`config.mk`:
```
export PLATFORM = sky130hd
export DESIGN_NAME = sfd_regs
export DESIGN_NICKNAME = d
export VERILOG_FILES = /design/src/core/sfd_pkg.sv /design/src/core/sfd_prog_rx.sv /design/src/core/sfd_regs.sv
export SDC_FILE = /design/constraint.sdc
export NUM_CORES = 1
export LEC_CHECK = 0
export ABC_AREA = 0
export ABC_CLOCK_PERIOD_IN_PS = 27000
export BUFFER_PORTS_ARGS = -buffer_cell sky130_fd_sc_hd__buf_2
export CAP_MARGIN = 30
export CORE_MARGIN = 10
export CORE_UTILIZATION = 60
export DETAILED_ROUTE_END_ITERATION = 8
export PLACE_DENSITY_LB_ADDON = 0.08
export SLEW_MARGIN = 20
export SYNTH_ARGS = -nofsm -noshare
export SYNTH_HDL_FRONTEND = slang
export SYNTH_SLANG_ARGS = --single-unit
```
`constraint.sdc`:
```
create_clock -name clock_i -period 27 [get_ports clock_i]
set_clock_uncertainty 0.15 [all_clocks]
set_input_delay 5.4 -clock clock_i [delete_from_list [all_inputs] [get_ports clock_i]]
set_output_delay 5.4 -clock clock_i [all_outputs]
set_load 0.005 [all_outputs]
```
`src/core/sfd_pkg.sv`:
```
package sfd_pkg;

  // ----------------------------------------
  // programming word layout
  // ----------------------------------------
  localparam int WORD_W = 24;
  localparam int CTRL_W = 3;
  localparam logic [2:0] CODE_FRAC = 3'h2;
  localparam logic [2:0] CODE_DITH = 3'h3;
  localparam logic [2:0] CODE_PUMP = 3'h4;

  // ----------------------------------------
  // fractional divide word
  // ----------------------------------------
  localparam int FRAC_LSB = 3;
  localparam int FRAC_W = 11;

  // ----------------------------------------
  // dither word
  // ----------------------------------------
  localparam int DV_LSB = 3;
  localparam int DV_W = 17;
  localparam int DEN_POS = 20;
  localparam int DMAG_LSB = 21;
  localparam int DMAG_W = 2;

  // ----------------------------------------
  // charge pump / reference word
  // ----------------------------------------
  localparam int MUX_LSB = 7;
  localparam int MUX_W = 3;
  localparam int MULT_LSB = 10;
  localparam int MULT_W = 2;
  localparam int OFS_LSB = 12;
  localparam int OFS_W = 5;
  localparam int SIGN_POS = 17;
  localparam int BIAS_RESISTOR_POS = 18;
  localparam int REF_LSB = 20;
  localparam int REF_W = 2;

  // ----------------------------------------
  // values after reset (whole words, code bits included)
  // ----------------------------------------
  localparam logic [23:0] FRAC_WORD_RST = 24'h001802;
  localparam logic [23:0] DITH_WORD_RST = 24'h10000b;
  localparam logic [23:0] PUMP_WORD_RST = 24'h100004;

  // ----------------------------------------
  // derived quantities
  // ----------------------------------------
  localparam logic [3:0] DMAG_TOP = 4'hf;
  localparam logic [7:0] OFS_STEP_TENTHS = 8'he1;
  localparam int PHASE_W = 13;
  localparam int SYNC_STAGES = 3;

  // reference scaling codes
  typedef enum logic [1:0] {
    SFD_REF_X2 = 2'h0,
    SFD_REF_X1 = 2'h1,
    SFD_REF_HALF = 2'h2,
    SFD_REF_QUARTER = 2'h3
  } sfd_ref_t;

  // status multiplexer sources
  typedef enum logic [2:0] {
    SFD_MUX_LOCK = 3'h0,
    SFD_MUX_HIGH = 3'h1,
    SFD_MUX_LOW = 3'h2,
    SFD_MUX_SIGN = 3'h3,
    SFD_MUX_EXTRES = 3'h4,
    SFD_MUX_DITHER = 3'h5,
    SFD_MUX_AUX = 3'h6,
    SFD_MUX_RANGE = 3'h7
  } sfd_mux_t;

endpackage

```
`src/core/sfd_prog_rx.sv`:
```
`timescale 1ns/1ps
module sfd_prog_rx
  import sfd_pkg::*;
(
  input wire logic clock_i,
  input wire logic rst_b_i,
  input wire logic prog_clk_i,
  input wire logic prog_data_i,
  input wire logic prog_latch_i,
  output logic [WORD_W-1:0] word_o,
  output logic word_valid_o
);

  // ----------------------------------------
  // pin synchronisers
  // ----------------------------------------
  logic [SYNC_STAGES-1:0] sclk_q;
  logic [SYNC_STAGES-1:0] sdat_q;
  logic [SYNC_STAGES-1:0] slat_q;
  logic sclk_lvl_q;
  logic slat_lvl_q;
  logic [WORD_W-1:0] shift_q;

  always_ff @(posedge clock_i or negedge rst_b_i)
  begin
    if (!rst_b_i)
    begin
      sclk_q <= '0;
      sdat_q <= '0;
      slat_q <= '0;
    end
    else
    begin
      sclk_q <= {sclk_q[SYNC_STAGES-2:0], prog_clk_i};
      sdat_q <= {sdat_q[SYNC_STAGES-2:0], prog_data_i};
      slat_q <= {slat_q[SYNC_STAGES-2:0], prog_latch_i};
    end
  end

  // a level changes only when stages two and three agree
  always_ff @(posedge clock_i or negedge rst_b_i)
  begin
    if (!rst_b_i)
    begin
      sclk_lvl_q <= 1'b0;
      slat_lvl_q <= 1'b0;
    end
    else
    begin
      if (sclk_q[1] == sclk_q[2])
        sclk_lvl_q <= sclk_q[2];
      if (slat_q[1] == slat_q[2])
        slat_lvl_q <= slat_q[2];
    end
  end

  // ----------------------------------------
  // shift register, msb first on rising serial clock
  // ----------------------------------------
  always_ff @(posedge clock_i or negedge rst_b_i)
  begin
    if (!rst_b_i)
      shift_q <= '0;
    else if (sclk_q[1] == sclk_q[2] && sclk_q[2] && !sclk_lvl_q)
      shift_q <= {shift_q[WORD_W-2:0], sdat_q[2]};
  end

  // ----------------------------------------
  // rising latch hands the word over
  // ----------------------------------------
  always_ff @(posedge clock_i or negedge rst_b_i)
  begin
    if (!rst_b_i)
    begin
      word_o <= '0;
      word_valid_o <= 1'b0;
    end
    else
    begin
      word_valid_o <= 1'b0;
      if (slat_q[1] == slat_q[2] && slat_q[2] && !slat_lvl_q)
      begin
        word_o <= shift_q;
        word_valid_o <= 1'b1;
      end
    end
  end

endmodule

```
`src/core/sfd_regs.sv`:
```
// Behaviour
// - a word with control code 010 is loaded into the fractional divide control register.
// - a word with control code 011 is loaded into the dither control register.
// - bits 19..3 hold a 17-bit dither restart value that resets to one.
// - bit 20 turns dither off at 0 and on at 1, and resets to on.
// - a word with control code 100 is loaded into the charge pump and reference register.
// - bit 18 picks an internal or external resistor for the base pump current.
// - the pump current multiplier is one plus bits 11..10.
// - bits 16..12 set a phase offset of 22.5 degrees times that value over the multiplier.
// - bit 17 gives the phase offset a negative sign when set.
// - the reference reaching the phase detector is scaled by two, one, one half or one quarter.
// - the status output drives a selectable signal, lock detect by default.
// - the numerator joins integer and modulus so the oscillator runs at 2 x pfd x (int + num/mod).
`timescale 1ns/1ps
module sfd_regs
  import sfd_pkg::*;
(
  input wire logic clock_i,
  input wire logic rst_b_i,
  input wire logic prog_clk_i,
  input wire logic prog_data_i,
  input wire logic prog_latch_i,
  input wire logic [FRAC_W-1:0] fractional_modulus_i,
  input wire logic lock_detect_i,
  input wire logic aux_status_i,
  output logic word_accepted_o,
  output logic [FRAC_W-1:0] fractional_numerator_o,
  output logic frac_out_of_range_o,
  output logic dither_on_o,
  output logic [3:0] dither_magnitude_o,
  output logic [DV_W-1:0] dither_restart_o,
  output logic pump_base_external_o,
  output logic [2:0] pump_current_multiplier_o,
  output logic [OFS_W-1:0] phase_offset_multiplier_o,
  output logic phase_offset_negative_o,
  output logic [PHASE_W-1:0] phase_offset_tenths_o,
  output logic ref_double_o,
  output logic [1:0] ref_halvings_o,
  output logic status_mux_output_o
);

  // ----------------------------------------
  // serial word reception
  // ----------------------------------------
  logic [WORD_W-1:0] word;
  logic word_valid;

  sfd_prog_rx u_rx (
    .clock_i(clock_i),
    .rst_b_i(rst_b_i),
    .prog_clk_i(prog_clk_i),
    .prog_data_i(prog_data_i),
    .prog_latch_i(prog_latch_i),
    .word_o(word),
    .word_valid_o(word_valid)
  );

  logic [CTRL_W-1:0] code;
  assign code = word[CTRL_W-1:0];

  // ----------------------------------------
  // code decode
  // ----------------------------------------
  // one strobe per register, high only in the cycle the received word is valid
  logic load_frac;
  logic load_dith;
  logic load_pump;

  assign load_frac = word_valid && (code == CODE_FRAC);
  assign load_dith = word_valid && (code == CODE_DITH);
  assign load_pump = word_valid && (code == CODE_PUMP);

  // ----------------------------------------
  // word registers
  // ----------------------------------------
  logic [WORD_W-1:0] frac_word_q;
  logic [WORD_W-1:0] dith_word_q;
  logic [WORD_W-1:0] pump_word_q;

  always_ff @(posedge clock_i or negedge rst_b_i)
  begin
    if (!rst_b_i)
      frac_word_q <= FRAC_WORD_RST;
    else if (load_frac)
      frac_word_q <= word;
  end

  // reset value carries dither on and restart one
  always_ff @(posedge clock_i or negedge rst_b_i)
  begin
    if (!rst_b_i)
      dith_word_q <= DITH_WORD_RST;
    else if (load_dith)
      dith_word_q <= word;
  end

  always_ff @(posedge clock_i or negedge rst_b_i)
  begin
    if (!rst_b_i)
      pump_word_q <= PUMP_WORD_RST;
    else if (load_pump)
      pump_word_q <= word;
  end

  // words for other codes belong to other registers and are dropped here
  always_ff @(posedge clock_i or negedge rst_b_i)
  begin
    if (!rst_b_i)
      word_accepted_o <= 1'b0;
    else
      word_accepted_o <= load_frac || load_dith || load_pump;
  end

  // ----------------------------------------
  // fractional divide fields
  // ----------------------------------------
  // unassigned bits are stored but never used
  assign fractional_numerator_o = frac_word_q[FRAC_LSB +: FRAC_W];

  // flags a numerator that breaks num < mod, or a zero modulus
  always_ff @(posedge clock_i or negedge rst_b_i)
  begin
    if (!rst_b_i)
      frac_out_of_range_o <= 1'b0;
    else
      frac_out_of_range_o <= (fractional_modulus_i == '0)
        || (frac_word_q[FRAC_LSB +: FRAC_W] >= fractional_modulus_i);
  end

  // ----------------------------------------
  // dither fields
  // ----------------------------------------
  assign dither_on_o = dith_word_q[DEN_POS];
  assign dither_restart_o = dith_word_q[DV_LSB +: DV_W];

  // code 00 is the largest magnitude, code 11 the smallest
  always_ff @(posedge clock_i or negedge rst_b_i)
  begin
    if (!rst_b_i)
      dither_magnitude_o <= DMAG_TOP;
    else
    begin
      unique case (dith_word_q[DMAG_LSB +: DMAG_W])
        2'h0: dither_magnitude_o <= DMAG_TOP;
        2'h1: dither_magnitude_o <= 4'h7;
        2'h2: dither_magnitude_o <= 4'h3;
        2'h3: dither_magnitude_o <= 4'h1;
      endcase
    end
  end

  // ----------------------------------------
  // charge pump fields
  // ----------------------------------------
  logic [MULT_W-1:0] mult_code;
  logic [OFS_W-1:0] ofs;
  logic [PHASE_W-1:0] phase_raw;

  assign mult_code = pump_word_q[MULT_LSB +: MULT_W];
  assign ofs = pump_word_q[OFS_LSB +: OFS_W];
  assign pump_base_external_o = pump_word_q[BIAS_RESISTOR_POS];
  assign phase_offset_multiplier_o = ofs;
  assign phase_offset_negative_o = pump_word_q[SIGN_POS];

  // registered so it changes on the same edge as the offset result below
  always_ff @(posedge clock_i or negedge rst_b_i)
  begin
    if (!rst_b_i)
      pump_current_multiplier_o <= 3'h1;
    else
      pump_current_multiplier_o <= {1'b0, mult_code} + 3'h1;
  end

  // offset in tenths of a degree: 225 x ofs over the multiplier
  assign phase_raw = PHASE_W'(ofs) * PHASE_W'(OFS_STEP_TENTHS);

  always_ff @(posedge clock_i or negedge rst_b_i)
  begin
    if (!rst_b_i)
      phase_offset_tenths_o <= '0;
    else
    begin
      unique case (mult_code)
        2'h0: phase_offset_tenths_o <= phase_raw;
        2'h1: phase_offset_tenths_o <= phase_raw >> 1;
        2'h2: phase_offset_tenths_o <= phase_raw / PHASE_W'(3);
        2'h3: phase_offset_tenths_o <= phase_raw >> 2;
      endcase
    end
  end

  // ----------------------------------------
  // reference scaling
  // ----------------------------------------
  always_ff @(posedge clock_i or negedge rst_b_i)
  begin
    if (!rst_b_i)
    begin
      ref_double_o <= 1'b0;
      ref_halvings_o <= 2'h0;
    end
    else
    begin
      unique case (sfd_ref_t'(pump_word_q[REF_LSB +: REF_W]))
        SFD_REF_X2:
        begin
          ref_double_o <= 1'b1;
          ref_halvings_o <= 2'h0;
        end
        SFD_REF_X1:
        begin
          ref_double_o <= 1'b0;
          ref_halvings_o <= 2'h0;
        end
        SFD_REF_HALF:
        begin
          ref_double_o <= 1'b0;
          ref_halvings_o <= 2'h1;
        end
        SFD_REF_QUARTER:
        begin
          ref_double_o <= 1'b0;
          ref_halvings_o <= 2'h2;
        end
      endcase
    end
  end

  // ----------------------------------------
  // status multiplexer
  // ----------------------------------------
  // lock detect comes from the analog loop, so it is synchronised
  logic [SYNC_STAGES-1:0] lock_sync_q;
  logic lock_lvl_q;

  always_ff @(posedge clock_i or negedge rst_b_i)
  begin
    if (!rst_b_i)
      lock_sync_q <= '0;
    else
      lock_sync_q <= {lock_sync_q[SYNC_STAGES-2:0], lock_detect_i};
  end

  always_ff @(posedge clock_i or negedge rst_b_i)
  begin
    if (!rst_b_i)
      lock_lvl_q <= 1'b0;
    else if (lock_sync_q[1] == lock_sync_q[2])
      lock_lvl_q <= lock_sync_q[2];
  end

  always_ff @(posedge clock_i or negedge rst_b_i)
  begin
    if (!rst_b_i)
      status_mux_output_o <= 1'b0;
    else
    begin
      unique case (sfd_mux_t'(pump_word_q[MUX_LSB +: MUX_W]))
        SFD_MUX_LOCK: status_mux_output_o <= lock_lvl_q;
        SFD_MUX_HIGH: status_mux_output_o <= 1'b1;
        SFD_MUX_LOW: status_mux_output_o <= 1'b0;
        SFD_MUX_SIGN: status_mux_output_o <= pump_word_q[SIGN_POS];
        SFD_MUX_EXTRES: status_mux_output_o <= pump_word_q[BIAS_RESISTOR_POS];
        SFD_MUX_DITHER: status_mux_output_o <= dith_word_q[DEN_POS];
        SFD_MUX_AUX: status_mux_output_o <= aux_status_i;
        SFD_MUX_RANGE: status_mux_output_o <= frac_out_of_range_o;
      endcase
    end
  end

endmodule

```
==> impl_metrics.py <==
metrics = {
    "outcome": {
        "outcome": "finished, final reports clean",
    },
    "routing": {
        "routedWlPerCell_um": 20.1,
        "via_density_per_instance": 6.42,
        "drt_iter0_markers": 630,
        "vias": 8049,
        "postRouteAntennaNets": 0,
        "wirelength_um": 25200,
        "drt_pre_antenna_iters": 5,
        "drc": 0,
    },
    "logic_synthesis": {
        "post_syn_instances": 977,
        "synth_edf_count": 0,
        "yosys.area_share.simple_pct": 15.1,
        "synth_commonest_cells": "sky130_fd_sc_hd__dfrtp_1, sky130_fd_sc_hd__mux2_2, sky130_fd_sc_hd__nand2_1, sky130_fd_sc_hd__o21ai_0",
        "synth_top_family_by_area": "compound AO/OA/AOI/OAI gates",
        "synth_cell_types": 104,
        "yosysSeqAreaShare_pct": 34.5,
        "synth_top_flop_cell": "sky130_fd_sc_hd__dfrtp_1",
        "ys_async_sr_fraction_pct": 100,
        "synthXorXnorAreaFrac_pct": 3.32,
        "synth_compound_area_share_pct": 22.6,
        "synth.most_common_cell": "sky130_fd_sc_hd__dfrtp_1",
        "post_synth_fa_ha_maj_area_fraction_pct": 6.98,
        "post_synth.cell_area_avg_um2": 9.83,
        "synth_top_area_share_pct": 32.0,
        "synth-seq-cells": 132,
        "synth.mux.area_fraction_pct": 12.9,
        "syn-num-nets": 1046,
        "yosys-top-cells-area": "sky130_fd_sc_hd__dfrtp_1, sky130_fd_sc_hd__mux2_2, sky130_fd_sc_hd__ha_1",
        "syn-cell-area_mm2": 0.00960,
        "synthesis_warning_total": 0,
        "yosysTopAreaCell": "sky130_fd_sc_hd__dfrtp_1",
    },
    "placed_design": {
        "detailedPlacementHpwl_um": 18300,
        "io_buffers": 78,
        "finalWeightedCongestion": 0.965,
    },
    "sta": {
        "period_share_pct": 47.3,
        "setup_total_negative_slack_ns": 0,
        "grt_setup_unrepaired": "no",
        "fmax_mhz": 78.4,
        "slew-limit-headroom_pct": 39.5,
        "layout_min_cycle_time_ns": 12.76,
        "setup_viol_count_final": 0,
        "finalHoldViolCount": 0,
        "report.final.slew_viol_count": 0,
        "worst_slew_pin_slew_ns": 0.900,
    },
    "global_route": {
        "grt_start_max_net_pins": 79,
        "grt_pass1_vias": 7943,
        "globalRouteOverflowTotal": 0,
        "grt_pass1_wl_um": 40900,
        "global_route.usage.total_pct": 22.9,
        "number_of_antenna_violations_at_the_first_check_in_global_routing": 0,
    },
    "layout": {
        "final_net_count": 1093,
        "fillers": 1271,
        "sequential_area_mm2": 0.00331,
        "multi_input_area_mm2": 0.00588,
        "drive_above_1_share_pct": 26.5,
        "syn_to_final_growth_pct": 10.9,
        "n_antenna_cell": 0,
    },
    "setup_path": {
        "worst-setup-path-type": "reg2reg",
        "max_stage_delay_ns": 0.79,
        "critPathLaunchType": "flip-flop",
        "critical_path_buf_inv_count": 1,
        "cp-end-kind": "flip-flop",
        "critPathSlowestCell": "sky130_fd_sc_hd__dfrtp_1",
        "worstPathMaxFanout": 21,
        "critical_path_arrival_ns": 12.88,
        "timing.critical_path.max_delay_family": "compound AO/OA/AOI/OAI gates",
        "worst-endpoint-required_ns": 27.12,
    },
    "clock_network": {
        "clkSinkCount": 132,
        "post_cts_resize_count": 0,
        "cts-hold-fix-buffers": 0,
        "tritoncts.num_buffers": 17,
        "clkTransAtPathRegs_ns": 0.06,
        "cts_setup_buffers": 0,
        "cts_tree": "yes",
        "cts_root_buf": "sky130_fd_sc_hd__clkbuf_16",
        "h-tree-depth": 4,
        "clock_path_buffers": 2,
        "clock_insertion_delay_worst_skew_ns": 0.41,
    },
    "power_and_ir_drop": {
        "power-per-cell-area_mw_per_mm2": 49.0,
        "post-layout-total-power_mw": 0.522,
        "max-vdd-ir-drop_uv": 57.8,
        "power.leakage_nw": 5.02,
    },
    "floorplanning": {
        "die_height_um": 147,
        "design.portCount": 80,
        "starting_utilization_of_the_core_area_pct": 60.9,
        "floorplan.die_area_mm2": 0.0215,
        "placementRows": 46,
        "die_w_um": 147,
        "core-area_mm2": 0.0158,
    },
    "run": {
        "cap_violations": 0,
    },
    "worst_hold_path": {
        "min-delay-path-class": "reg2reg",
    },
}
metrics by stage:
step	cells	area (µm²)	setup slack (ns)	hold WS, ns	util (%)
finish	1253	10700	14.24	0.197	67.6
CTS	1252	10600	14.43	0.197	67.5
floorplan	977	9600	16.24	0.181	-
global placement	1218	10000	14.64	0.182	63.5
detailed placement	1220	10000	14.49	0.185	63.6
global route	1253	10700	13.24	0.214	67.6
per-layer routing:
metal | vias up | global-route usage (%) | share of wire (%)
met4 | 0 | 7.81 | 1.8
met1 | 3941 | 27.8 | 42
li1 | 3761 | - | -
met3 | 37 | 3.65 | 5.9
met5 | - | 0 | 0
met2 | 310 | 40.2 | 51
kinds of logic (layout without fill, tap and decap cells):
| family | after synthesis | after routing |
|---|---|---|
| adder cells (fa/ha/maj) | 52 | 52 |
| flip-flops | 132 | 132 |
| XOR/XNOR | 34 | 34 |
| buffers and inverters | 86 | 146 |
| other | 1 | 1 |
| AO/OA/AOI/OAI | 290 | 290 |
| multiplexers | 111 | 111 |
| AND/OR/NAND/NOR | 271 | 271 |
worst register-to-register path, delay by kind of cell, from the launching register on:
kind / cells / cell delay, ns
simple gates: 7 / 1.77
buf+inv: 1 / 0.34
mux: 2 / 0.77
flops: 1 / 0.79
compound gates: 23 / 7.39
fa+ha+maj: 4 / 1.42
cell usage in the layout, fill, tap and decap left out, types with 7 or more instances in the layout:
cell                        netlist  routed
sky130_fd_sc_hd__or3_1            7       7
sky130_fd_sc_hd__a211oi_1        12      12
sky130_fd_sc_hd__nand2b_1        11      11
sky130_fd_sc_hd__a221o_1          8       8
sky130_fd_sc_hd__mux2i_1         15      15
sky130_fd_sc_hd__nand4_1          9       9
sky130_fd_sc_hd__dfrtp_1        123     123
sky130_fd_sc_hd__and3_1           8       8
sky130_fd_sc_hd__inv_1           26      26
sky130_fd_sc_hd__o211ai_1        15      15
sky130_fd_sc_hd__a21oi_1         49      49
sky130_fd_sc_hd__a31oi_1         16      16
sky130_fd_sc_hd__ha_1            48      48
sky130_fd_sc_hd__nand3_1         28      28
sky130_fd_sc_hd__buf_2            5      77
sky130_fd_sc_hd__xnor2_1         26      26
sky130_fd_sc_hd__o21a_1          12      12
sky130_fd_sc_hd__nor2_1          49      49
sky130_fd_sc_hd__nand2_1         70      70
sky130_fd_sc_hd__a211o_1          7       7
sky130_fd_sc_hd__a21o_1          11      11
sky130_fd_sc_hd__o21ai_1          9       9
sky130_fd_sc_hd__and2_1          11      11
sky130_fd_sc_hd__clkbuf_16        0      17
sky130_fd_sc_hd__nor3_1          16      16
sky130_fd_sc_hd__dfstp_2          9       9
sky130_fd_sc_hd__o21ai_0         50      50
sky130_fd_sc_hd__nor2b_1         18      16
sky130_fd_sc_hd__mux2_2          91      91
power by group:
group	internal (mW)	switching, mW	leakage, nW
Clock	0.150	0.0912	0.302
Combinational	0.0256	0.0203	2.98
Sequential	0.218	0.0170	1.75
Total	0.393	0.129	5.02
registers in the layout, summed over array words and instances, names as in the netlist, 2 cells and up:
name	count
u_rx.shift_q	23
u_rx.word_o	23
dith_word_q	20
pump_word_q	14
phase_offset_tenths_o	13
frac_word_q	11
dither_magnitude_o	3
lock_sync_q	3
pump_current_multiplier_o	3
u_rx.sclk_q	3
u_rx.sdat_q	3
u_rx.slat_q	3
ref_halvings_o	2
final cells by class:
cell class	instances	share of cell area [%]
Clock inverter	13	1.63
Clock buffer	19	4.16
Inverter	28	0.986
Multi-Input combinational cell	759	55.2
Timing Repair Buffer	86	4.36
Tap cell	216	2.54
Sequential cell	132	31.1
worst paths after layout:
check | start | to | slack (ns) | depth (start not counted)
max | pump_word_q[14]$_DFFE_PN0P_ | phase_offset_tenths_o[0]$_DFF_PN0_ | 14.24 | 37
min | u_rx.sdat_q[0]$_DFF_PN0_ | u_rx.sdat_q[1]$_DFF_PN0_ | 0.20 | 0
max reg2reg | pump_word_q[14]$_DFFE_PN0P_ | phase_offset_tenths_o[0]$_DFF_PN0_ | 14.24 | 37
min reg2reg | u_rx.sdat_q[0]$_DFF_PN0_ | u_rx.sdat_q[1]$_DFF_PN0_ | 0.20 | 0
max in group asynchronous | rst_b_i | phase_offset_tenths_o[2]$_DFF_PN0_ | 20.67 | 2
min in group asynchronous | rst_b_i | u_rx.slat_q[0]$_DFF_PN0_ | 4.85 | 1
Power figures use the tool's default switching activity.
